[config.mk]
export PLATFORM = sky130hd
export DESIGN_NAME = dcsd_cmd_status_drive
export DESIGN_NICKNAME = d
export VERILOG_FILES = /design/src/dcsd_pkg.sv /design/src/dcsd_cmd_status_drive.sv
export VERILOG_INCLUDE_DIRS = /design/src
export SDC_FILE = /design/constraint.sdc
export NUM_CORES = 1
export LEC_CHECK = 0
export CORE_ASPECT_RATIO = 1.1
export CORE_MARGIN = 5
export CORE_UTILIZATION = 55
export CTS_CLUSTER_DIAMETER = 100
export DETAILED_ROUTE_END_ITERATION = 10
export DONT_BUFFER_PORTS = 1
export GPL_ROUTABILITY_DRIVEN = 0
export PLACE_DENSITY = 0.79
export SYNTH_ARGS = -nofsm -noshare
export SYNTH_HDL_FRONTEND = slang
export SYNTH_SLANG_ARGS = --single-unit
[constraint.sdc]
create_clock -name clk_sys -period 20.8 [get_ports clk_sys]
set_input_delay 4.16 -clock clk_sys [delete_from_list [all_inputs] [get_ports clk_sys]]
set_output_delay 4.16 -clock clk_sys [all_outputs]
set_load 0.05 [all_outputs]
[src/dcsd_consts.svh]
/*
  constants for the diskette command, status and drive-line block:
  opcodes, status bit positions and timing.
  assumes the system clock of DCSD_CLK_MHZ.
*/
`ifndef DCSD_CONSTS_SVH
`define DCSD_CONSTS_SVH
// ----------------------------------------
// clock and times
// ----------------------------------------
`define DCSD_CLK_MHZ 20
`define DCSD_CYC_UP(ns) (((ns) * `DCSD_CLK_MHZ + 999) / 1000)
`define DCSD_CYC_DN(ns) (((ns) * `DCSD_CLK_MHZ) / 1000)
`define DCSD_STEP_MIN_NS 1000
`define DCSD_DIR_HOLD_NS 1000
`define DCSD_WE_LEAD_NS 8000
`define DCSD_WPULSE_NS 250
`define DCSD_PRECOMP_NS 125
`define DCSD_STEP_UNIT_NS 1000000
// ----------------------------------------
// opcodes
// ----------------------------------------
`define DCSD_OP_SENSE_INT 8'h08
`define DCSD_OP_SPECIFY 8'h03
`define DCSD_OP_SENSE_DRV 8'h04
`define DCSD_OP_SEEK 8'h0f
`define DCSD_OP_RECAL 8'h07
// ----------------------------------------
// status fields and values
// ----------------------------------------
`define DCSD_TC_NORMAL 2'h0
`define DCSD_TC_ABRUPT 2'h1
`define DCSD_TC_INVALID 2'h2
`define DCSD_TC_READY_CHG 2'h3
`define DCSD_ST0_SEEK_END 5
`define DCSD_ST0_EQUIP 4
`define DCSD_ST0_NOT_READY 3
`define DCSD_RECAL_MAX 7'h4d
`define DCSD_ST_RESET 8'h00
`endif

[src/dcsd_pkg.sv]
/*
  types for the diskette command, status and drive-line block.
  assumes nothing beyond the constants header.
*/
`default_nettype none
package dcsd_pkg;
  typedef enum logic [1:0] {CS_IDLE, CS_ARG, CS_RES} dcsd_cmd_state_t;
  typedef enum logic [2:0] {MV_IDLE, MV_CHECK, MV_DIR, MV_PULSE, MV_GAP} dcsd_move_state_t;
endpackage
`default_nettype wire

[src/dcsd_cmd_status_drive.sv]
/*
  command interpreter, status bytes and drive-line control of a diskette
  controller: sense interrupt, specify, sense drive, seek, recalibrate and
  invalid commands; step, direction, select, write enable and write data.
  assumes a byte-wide command/result handshake on clk_sys and a separate
  data-transfer engine that reports its errors as one-cycle event pulses.
*/
// Functional notes
// - sense interrupt is 08h; answers status byte then present cylinder
// - specify stores step rate, unload and load times and non-data flag
// - sense drive is 04h plus head/unit byte; answers drive status byte
// - specify and seek give no result; new command accepted at once
// - unknown opcode answers one byte with termination code 10, nothing starts
// - bits 7:6 termination: 00 normal, 01 failed, 11 ready changed
// - seek completion sets bit 5 of termination byte
// - drive fault or no track zero after 77 steps sets bit 4
// - not ready at read/write sets bit 3; head and unit in 2:0
// - access past last sector sets error byte bit 7
// - crc error sets bit 5, overrun bit 4; bits 6 and 3 reserved
// - sector not found or bad id field sets error byte bit 2
// - write protect during write or format sets error byte bit 1
// - missing id mark sets error bit 0 and data-check bit 0
// - deleted-data mark sets data-check bit 6; bit 7 reads zero
// - cylinder mismatch sets data-check bit 4; mismatch or ffh sets bit 1
// - scan equal hit sets bit 3; scan not satisfied sets bit 2
// - data field error sets bit 5; missing data mark sets bit 0
// - drive status byte mirrors fault, wp, ready, trk0, two-side, head, selects
// - step pulse at least 1 us; direction stable 1 us around trailing edge
// - write enable 8 us before data; 250 ns pulses; 125 ns precompensation (code rounds down to PC = 2 cycles, 100 ns)
`default_nettype none
`include "dcsd_consts.svh"
module dcsd_cmd_status_drive #(
  parameter int unsigned STEP_UNIT_CYC = `DCSD_CYC_DN(`DCSD_STEP_UNIT_NS)
) (
  input wire logic clk_sys,
  input wire logic reset,
  input wire logic cmdWr,
  input wire logic [7:0] cmdData,
  output logic cmdReady_r,
  output logic resValid_r,
  output logic [7:0] resData_r,
  input wire logic resAck,
  output logic intReq_r,
  output logic [3:0] stepRateTime_r,
  output logic [3:0] headUnloadTime_r,
  output logic [6:0] headLoadTime_r,
  output logic nonDataMode_r,
  output logic [7:0] termStatus_r,
  output logic [7:0] xferError_r,
  output logic [7:0] dataCheck_r,
  output logic [7:0] driveLine_r,
  input wire logic xferStart,
  input wire logic evEndCyl,
  input wire logic evCrcErr,
  input wire logic evOverrun,
  input wire logic evNoData,
  input wire logic evWrProt,
  input wire logic evNoIdMark,
  input wire logic evDeleted,
  input wire logic evDataErr,
  input wire logic evWrongCyl,
  input wire logic evBadCyl,
  input wire logic evScanHit,
  input wire logic evScanMiss,
  input wire logic evNoDataMark,
  input wire logic wrGate,
  input wire logic wrBit,
  input wire logic [1:0] wrPrecomp,
  input wire logic driveFault,
  input wire logic writeProtN,
  input wire logic driveReady,
  input wire logic track0N,
  input wire logic twoSided,
  output logic stepN_r,
  output logic directionN_r,
  output logic head1SelN_r,
  output logic [1:0] driveSelN_r,
  output logic writeEnN_r,
  output logic writeDataN_r
);
  import dcsd_pkg::*;

  localparam logic [4:0] DIR_CYC = 5'(`DCSD_CYC_UP(`DCSD_DIR_HOLD_NS));
  localparam logic [4:0] STEP_CYC = 5'(`DCSD_CYC_UP(`DCSD_STEP_MIN_NS));
  localparam logic [7:0] WE_CYC = 8'(`DCSD_CYC_UP(`DCSD_WE_LEAD_NS));
  localparam logic [2:0] WP_CYC = 3'(`DCSD_CYC_UP(`DCSD_WPULSE_NS));
  localparam int PC = `DCSD_CYC_DN(`DCSD_PRECOMP_NS);
  localparam int PL = 2 * PC + 1;

  // ----------------------------------------
  // drive line synchronisers
  // ----------------------------------------
  logic [4:0] rawIn;
  logic [4:0] sync1_r;
  logic [4:0] sync2_r;
  assign rawIn = {driveFault, ~writeProtN, driveReady, ~track0N, twoSided};
  genvar gi;
  generate
    for (gi = 0; gi < 5; gi++) begin : g_sync
      always_ff @(posedge clk_sys or posedge reset) begin
        if (reset) begin
          sync1_r[gi] <= 1'b0;
          sync2_r[gi] <= 1'b0;
        end else begin
          sync1_r[gi] <= rawIn[gi];
          sync2_r[gi] <= sync1_r[gi];
        end
      end
    end
  endgenerate
  wire faultS = sync2_r[4];
  wire readyS = sync2_r[2];
  wire trk0S = sync2_r[1];

  // ----------------------------------------
  // command decode
  // ----------------------------------------
  // extra bytes that follow each opcode
  function automatic logic [1:0] argsFor(input logic [7:0] op);
    unique case (op)
      `DCSD_OP_SPECIFY, `DCSD_OP_SEEK: argsFor = 2'd2;
      `DCSD_OP_SENSE_DRV, `DCSD_OP_RECAL: argsFor = 2'd1;
      default: argsFor = 2'd0;
    endcase
  endfunction

  dcsd_cmd_state_t cmdState_r;
  logic [7:0] opcode_r;
  logic [7:0] arg1_r;
  logic [1:0] argLeft_r;
  logic [1:0] resLeft_r;
  logic [7:0] resNext_r;
  logic [7:0] pcn_r [0:3];
  logic [1:0] unit_r;

  wire cmdTake = cmdWr && cmdReady_r;
  wire idleTake = cmdTake && (cmdState_r == CS_IDLE);
  wire lastByte = idleTake ? (argsFor(cmdData) == 2'd0)
                           : (cmdTake && argLeft_r == 2'd1);
  wire [7:0] execOp = (cmdState_r == CS_IDLE) ? cmdData : opcode_r;
  wire doSenseInt = lastByte && execOp == `DCSD_OP_SENSE_INT;
  wire doSpecify = lastByte && execOp == `DCSD_OP_SPECIFY;
  wire doSenseDrv = lastByte && execOp == `DCSD_OP_SENSE_DRV;
  wire doSeek = lastByte && execOp == `DCSD_OP_SEEK;
  wire doRecal = lastByte && execOp == `DCSD_OP_RECAL;
  wire doInvalid = lastByte && argsFor(execOp) == 2'd0 && !doSenseInt;
  wire moveStart = doSeek || doRecal;
  wire [7:0] st3Now = {faultS, sync2_r[3], readyS, trk0S, sync2_r[0],
                       ~head1SelN_r, ~driveSelN_r[1], ~driveSelN_r[0]};

  // command byte collection and result delivery
  always_ff @(posedge clk_sys or posedge reset) begin
    if (reset) begin
      cmdState_r <= CS_IDLE;
      opcode_r <= `DCSD_ST_RESET;
      arg1_r <= `DCSD_ST_RESET;
      argLeft_r <= 2'd0;
      resLeft_r <= 2'd0;
      resData_r <= `DCSD_ST_RESET;
      resNext_r <= `DCSD_ST_RESET;
    end else if (lastByte) begin
      resNext_r <= pcn_r[termStatus_r[1:0]];
      if (doSenseInt) begin
        resData_r <= termStatus_r;
        resLeft_r <= 2'd2;
        cmdState_r <= CS_RES;
      end else if (doSenseDrv) begin
        resData_r <= {st3Now[7:3], ~cmdData[2] ? 1'b0 : 1'b1, cmdData[1:0]};
        resLeft_r <= 2'd1;
        cmdState_r <= CS_RES;
      end else if (doInvalid) begin
        resData_r <= {`DCSD_TC_INVALID, 6'h00};
        resLeft_r <= 2'd1;
        cmdState_r <= CS_RES;
      end else begin
        cmdState_r <= CS_IDLE;
      end
    end else if (idleTake) begin
      opcode_r <= cmdData;
      argLeft_r <= argsFor(cmdData);
      cmdState_r <= CS_ARG;
    end else if (cmdTake) begin
      arg1_r <= cmdData;
      argLeft_r <= argLeft_r - 2'd1;
    end else if (cmdState_r == CS_RES && resAck) begin
      resData_r <= resNext_r;
      resLeft_r <= resLeft_r - 2'd1;
      if (resLeft_r == 2'd1) cmdState_r <= CS_IDLE;
    end
  end

  // ready for a byte while collecting; result byte valid while delivering
  always_ff @(posedge clk_sys or posedge reset) begin
    if (reset) begin
      cmdReady_r <= 1'b0;
      resValid_r <= 1'b0;
    end else begin
      cmdReady_r <= (cmdState_r != CS_RES) && !(doSenseInt || doSenseDrv || doInvalid)
                    || (cmdState_r == CS_RES && resAck && resLeft_r == 2'd1);
      resValid_r <= (cmdState_r == CS_RES) ? !(resAck && resLeft_r == 2'd1)
                    : (doSenseInt || doSenseDrv || doInvalid);
    end
  end

  // specify values held for later drive operations
  always_ff @(posedge clk_sys or posedge reset) begin
    if (reset) begin
      stepRateTime_r <= 4'h0;
      headUnloadTime_r <= 4'h0;
      headLoadTime_r <= 7'h00;
      nonDataMode_r <= 1'b0;
    end else if (doSpecify) begin
      stepRateTime_r <= arg1_r[7:4];
      headUnloadTime_r <= arg1_r[3:0];
      headLoadTime_r <= cmdData[7:1];
      nonDataMode_r <= cmdData[0];
    end
  end

  // ----------------------------------------
  // head motion: seek and recalibrate
  // ----------------------------------------
  dcsd_move_state_t mvState_r;
  logic [19:0] timer_r;
  logic [7:0] target_r;
  logic recal_r;
  logic readyAtStart_r;
  logic [6:0] stepCnt_r;
  wire timerDone = (timer_r == 20'h0);
  wire [7:0] pcnSel = pcn_r[unit_r];
  wire [19:0] gapCyc = 20'((5'h10 - {1'b0, stepRateTime_r}) * STEP_UNIT_CYC);
  wire mvFault = faultS;
  wire mvReadyChg = readyS != readyAtStart_r;
  wire mvRecalFail = recal_r && !trk0S && stepCnt_r == `DCSD_RECAL_MAX;
  wire mvArrived = recal_r ? trk0S : (pcnSel == target_r);
  wire mvCheck = (mvState_r == MV_CHECK);
  wire mvFinish = mvCheck && (mvFault || mvReadyChg || mvRecalFail || mvArrived);
  wire [1:0] mvCode = mvReadyChg ? `DCSD_TC_READY_CHG
                    : (mvFault || mvRecalFail) ? `DCSD_TC_ABRUPT : `DCSD_TC_NORMAL;
  wire mvUp = !recal_r && (target_r > pcnSel);

  // step sequencing: direction settle, pulse, rate gap
  always_ff @(posedge clk_sys or posedge reset) begin
    if (reset) begin
      mvState_r <= MV_IDLE;
      timer_r <= 20'h0;
      stepN_r <= 1'b1;
      directionN_r <= 1'b1;
      stepCnt_r <= 7'h00;
    end else if (moveStart) begin
      mvState_r <= MV_CHECK;
      stepN_r <= 1'b1;
      stepCnt_r <= 7'h00;
    end else begin
      if (!timerDone) timer_r <= timer_r - 20'h1;
      unique case (mvState_r)
        MV_IDLE: mvState_r <= MV_IDLE;
        MV_CHECK: begin
          if (mvFinish) begin
            mvState_r <= MV_IDLE;
          end else begin
            directionN_r <= ~mvUp;
            timer_r <= 20'(DIR_CYC);
            mvState_r <= MV_DIR;
          end
        end
        MV_DIR: if (timerDone) begin
          stepN_r <= 1'b0;
          timer_r <= 20'(STEP_CYC);
          mvState_r <= MV_PULSE;
        end
        MV_PULSE: if (timerDone) begin
          stepN_r <= 1'b1;
          stepCnt_r <= stepCnt_r + 7'h1;
          timer_r <= gapCyc;
          mvState_r <= MV_GAP;
        end
        MV_GAP: if (timerDone) mvState_r <= MV_CHECK;
      endcase
    end
  end

  // present cylinder per unit, target and selection
  always_ff @(posedge clk_sys or posedge reset) begin
    if (reset) begin
      for (int i = 0; i < 4; i++) pcn_r[i] <= 8'h00;
      target_r <= 8'h00;
      recal_r <= 1'b0;
      readyAtStart_r <= 1'b0;
      unit_r <= 2'h0;
      driveSelN_r <= 2'h3;
      head1SelN_r <= 1'b1;
    end else begin
      if (moveStart) begin
        unit_r <= doSeek ? arg1_r[1:0] : cmdData[1:0];
        target_r <= doSeek ? cmdData : 8'h00;
        recal_r <= doRecal;
        readyAtStart_r <= readyS;
        driveSelN_r <= ~(doSeek ? arg1_r[1:0] : cmdData[1:0]);
        head1SelN_r <= 1'b1;
      end else if (doSenseDrv) begin
        driveSelN_r <= ~cmdData[1:0];
        head1SelN_r <= ~cmdData[2];
      end
      if (mvCheck && recal_r && trk0S) pcn_r[unit_r] <= 8'h00;
      else if (mvState_r == MV_PULSE && timerDone)
        pcn_r[unit_r] <= directionN_r ? pcnSel - 8'h1 : pcnSel + 8'h1;
    end
  end

  // ----------------------------------------
  // status bytes and interrupt request
  // ----------------------------------------
  wire notReadyHit = xferStart && !readyS;
  wire [7:0] st1Ev = {evEndCyl, 1'b0, evCrcErr, evOverrun, 1'b0,
                      evNoData, evWrProt, evNoIdMark};
  wire [7:0] st2Ev = {1'b0, evDeleted, evDataErr, evWrongCyl,
                      evScanHit, evScanMiss, evBadCyl,
                      evNoDataMark || evNoIdMark};

  // error bytes clear at transfer start; an event in the same cycle still lands
  always_ff @(posedge clk_sys or posedge reset) begin
    if (reset) begin
      termStatus_r <= `DCSD_ST_RESET;
      xferError_r <= `DCSD_ST_RESET;
      dataCheck_r <= `DCSD_ST_RESET;
      driveLine_r <= `DCSD_ST_RESET;
      intReq_r <= 1'b0;
    end else begin
      xferError_r <= (xferStart ? 8'h00 : xferError_r) | st1Ev;
      dataCheck_r <= (xferStart ? 8'h00 : dataCheck_r) | st2Ev;
      driveLine_r <= st3Now;
      if (mvFinish) begin
        termStatus_r <= {mvCode, 1'b1,
                         mvFault || mvRecalFail,
                         1'b0, 1'b0, unit_r};
      end else if (notReadyHit) begin
        termStatus_r <= {`DCSD_TC_ABRUPT, 1'b0, 1'b0, 1'b1,
                         ~head1SelN_r, ~driveSelN_r};
      end
      intReq_r <= mvFinish || (intReq_r && !doSenseInt);
    end
  end

  // ----------------------------------------
  // write enable and write data pulses
  // ----------------------------------------
  logic [7:0] weCnt_r;
  logic [PL-1:0] wpPipe_r;
  logic [2:0] wpCnt_r;
  wire weOk = (weCnt_r == WE_CYC);
  wire bitGo = wrBit && wrGate && weOk;
  wire [PL-1:0] bitIns = !bitGo ? '0
                       : (wrPrecomp == 2'h1) ? PL'(1) << (PL - 1)
                       : (wrPrecomp == 2'h2) ? PL'(1) : PL'(1) << (PL - 1 - PC);

  // precompensation code 1 moves a pulse PC cycles early, code 2 PC cycles late
  always_ff @(posedge clk_sys or posedge reset) begin
    if (reset) begin
      weCnt_r <= 8'h00;
      writeEnN_r <= 1'b1;
      wpPipe_r <= '0;
      wpCnt_r <= 3'h0;
      writeDataN_r <= 1'b1;
    end else begin
      writeEnN_r <= ~wrGate;
      weCnt_r <= !wrGate ? 8'h00 : (weOk ? weCnt_r : weCnt_r + 8'h1);
      wpPipe_r <= {wpPipe_r[PL-2:0], 1'b0} | bitIns;
      if (wpPipe_r[PL-1]) wpCnt_r <= WP_CYC;
      else if (wpCnt_r != 3'h0) wpCnt_r <= wpCnt_r - 3'h1;
      writeDataN_r <= !(wpPipe_r[PL-1] || wpCnt_r > 3'h1);
    end
  end
endmodule
`default_nettype wire

==> key figures <==
Run status
  – Status: completed

Die
  – Chip Height: approximately 150 microns
  – # rows: 52
  – Starting Density: between 50% and 60%
  – Area of the core: about 0.018 sq mm
  – Die Wd: 140.0 microns
  – # IOs: between 100 and 150
  – Full die area: between 0.02 and 0.025 sq mm

Placement
  – Post-Place Cells: roughly 1200
  – Dpl hpwl: ~16000 microns
  – # port buffers: 0

Routing
  – Detailed Routing Iterations Pass 1: 5
  – Antenna Nets Post-Route: 0
  – Total Routed Length: 23110 microns
  – Vias per cell: about 6.2
  – DRC errors left: 0
  – Initial DRC count: approximately 570
  – Wire per inst: approximately 19 microns
  – Via Count: about 7600

STA
  – Final period util: a little under a third
  – Final min period: roughly 6.4 ns
  – Worst-Margin Slew: 1.238 ns
  – RSZ-0062 raised after global routing: no
  – Clock Skews: 0.01356 ns
  – Hold WS: roughly 0.35 ns
  – Setup_tns: 0 ns
  – Fin. Hold Viols: 0
  – # setup viols final: 0
  – Max Fclk: between 150 and 200 MHz
  – Worst slew margin: 16.86%
  – Max-slew violations: 0

CTS
  – Clk root buf: clkbuf_16
  – Sink Count: just under 200
  – CTS tree: yes
  – H-tree levels: 4
  – Clock buffer depth: 2
  – Clock Latency Late Sink: between 0.4 and 0.5 ns
  – Hold-fix buffers at CTS: 0
  – Clock Pin Slew Worst Setup and Hold Paths: 0.07 ns
  – CTS Buf Count: 17
  – Cts repair resizes: 0
  – Setup Buffers After CTS: 0

Synth
  – Cell area after synthesis: 0.01022 sq mm
  – Count leader, synth: dfrtp_1
  – Commonest cells post-synth: 186 x dfrtp_1, 132 x nand2_1, 76 x o21ai_0
  – Top_reg_cell synth: dfrtp_1
  – Syn Inst Count: approximately 990
  – Netlist cell types: 78
  – Leading area contributor after synthesis: dfrtp_1
  – Synth Area per Inst: between 10 and 15 sq um
  – Synth top area share: 45.54%
  – Seq/Total Area, Yosys: 47.34%
  – Synth async-reset ratio: 100.0%
  – Post-synth EDFFs: 0
  – Yosys Warn Count: 0
  – Ranking of synthesized cells by area: dfrtp_1 46%, ha_1 7.1%, nand2_1 4.8%, o21ai_0 3.7%, mux2_2 3.1%
  – Seq cells post-synth: around 190

Worst setup path
  – Worst path required time: approximately 21 ns
  – Worst Setup End Kind: register
  – CP arrival: 6.72 ns
  – R2R Path End: timer_r[19]
  – Crit start category: primary input
  – Reg2Reg Depth: 17
  – Crit path max fanout: 47
  – Worst reg-to-reg setup slack: about 16 ns
  – Worst R2R Start: stepRateTime_r[0]
  – Crit Path Class: in2reg

Worst hold path
  – Hold Path Cell Cnt: 0
  – Min-delay worst type: reg2reg
  – Hold Path End: st3Now[6]
  – Worst hold start: sync1_r[3]

Layout
  – Layout cells sized above 1: between 10 and 15%
  – Filler cells: about 1500
  – Diode count: 0
  – Layout Utilization: about three fifths
  – Finished Layout Cells: about 1200
  – Final net count: around 1100
  – Area added between synthesis and finish: 7.565%
  – FF/Latch Area: between 0.004 and 0.005 sq mm
  – Multi-input logic area: approximately 0.005 sq mm

GRT
  – Total track usage: 21.76%
  – Initial antenna violation count: 0
  – Global-route wire length before repair: 38500 microns
  – Largest net degree at the start of global routing: between 100 and 150
  – Overflow left after global routing: 0
  – Vias in the first global route: around 7500

Pwr
  – Max IR drop VDD: 0.00006403 V
  – Total power: 0.001086 W
  – Pleak: between 4 and 5 nW
  – PD cells: 98.78 mW/mm^2

Job
  – Max_cap viols: 0
-- worst max path at each step --
stage,start,end,depth (start not counted)
floorplan,reset,arg1_r[0],1
global placement,cmdData[6],driveSelN_r[0],7
detailed placement,cmdData[6],driveSelN_r[1],7
finish,cmdData[6],driveSelN_r[0],7
CTS,cmdData[6],driveSelN_r[0],7
global route,cmdData[6],driveSelN_r[1],7
-- sequential cells by signal, summed over array words and instances (netlist names), 3 cells and up --
| signal | cells |
|---|---|
| wpCnt_r | 3 |
| headUnloadTime_r | 4 |
| sync1_r | 5 |
| dataCheck_r | 7 |
| driveLine_r | 8 |
| target_r | 8 |
| wpPipe_r | 5 |
| termStatus_r | 8 |
| arg1_r | 8 |
| xferError_r | 6 |
| resNext_r | 8 |
| mvState_r | 3 |
| weCnt_r | 8 |
| timer_r | 20 |
| headLoadTime_r | 7 |
| pcn_r | 32 |
| stepCnt_r | 7 |
| opcode_r | 8 |
| resData_r | 8 |
| stepRateTime_r | 4 |
-- critical path, cell delays in order --
cell and delay [ns]:
nor4_1 0.53, nand2_1 0.27, o21a_1 0.53, nand3_1 0.20, buf_4 0.41, o21ai_0 0.23, a222oi_1 0.38
-- power breakdown --
| group | leakage, nW | internal, W | total, W | switching (W) |
|---|---|---|---|---|
| registers | 2.43 | 0.000423 | 0.000540 | 0.000117 |
| logic | 2.24 | 0.0000981 | 0.000225 | 0.000127 |
| clock network | 0.272 | 0.000172 | 0.000321 | 0.000149 |
-- kinds of logic (layout without fill, tap and decap cells) --
kind of cell,after synthesis,after routing,share of synthesized area (%)
AOI/OAI and AO/OA,238,238,15.47
xor gates and xnor gates,30,30,2.571
adders and majority gates,61,61,7.688
buffers and inverters,94,92,3.770
DFF,193,193,47.34
muxes,49,49,7.284
other,1,3,0.03669
and+or+nand+nor,325,325,15.84
-- layout make-up --
| type | count | area share [%] |
|---|---|---|
| clock buffers | 21 | 4.097 |
| clock inverters | 10 | 1.081 |
| inverters | 53 | 1.878 |
| multi-input cells | 706 | 45.62 |
| flip-flops and latches | 193 | 44.01 |
| well taps | 243 | 2.765 |
| repair buffers | 8 | 0.5463 |
-- cell usage in the layout, fill, tap and decap left out, types with 5 or more instances in the layout --
master,count
or3_1,9
inv_1,51
nand4_1,9
nor4_2,5
mux2i_1,5
nand2_1,132
o21ai_1,8
xor2_1,15
clkbuf_16,17
a21o_1,21
mux4_2,11
and3_1,5
buf_4,8
o21ai_0,76
a211oi_1,8
a221o_1,8
a21oi_1,44
o31ai_1,5
nor2_1,47
mux2_2,28
xnor2_1,15
mux4_1,5
ha_1,58
nand3_1,31
nor4_1,12
o211ai_1,5
dfrtp_1,186
o21a_1,9
nand2b_1,14
nor3_1,18
a31oi_1,7
dfstp_2,7
nor2b_1,12
-- through the flow --
stage | cell area [sq um] | worst slack (ns)
floorplan | 10230 | 11.40
global placement | 10430 | 14.08
detailed placement | 10430 | 14.07
CTS | 10990 | 14.45
global route | 10990 | 14.23
finish | 10990 | 14.40
-- metal layers --
layer  vias to the layer above  routed length (microns)  GRT usage (%)
met5                         -                        0              0
met4                         0                      556          7.383
met3                        42                     1481          4.594
met2                       273                    11490          35.98
met1                      3787                     9573          28.67
li1                       3542                        -              -
Note: power is estimated with default switching activity, not from simulation.
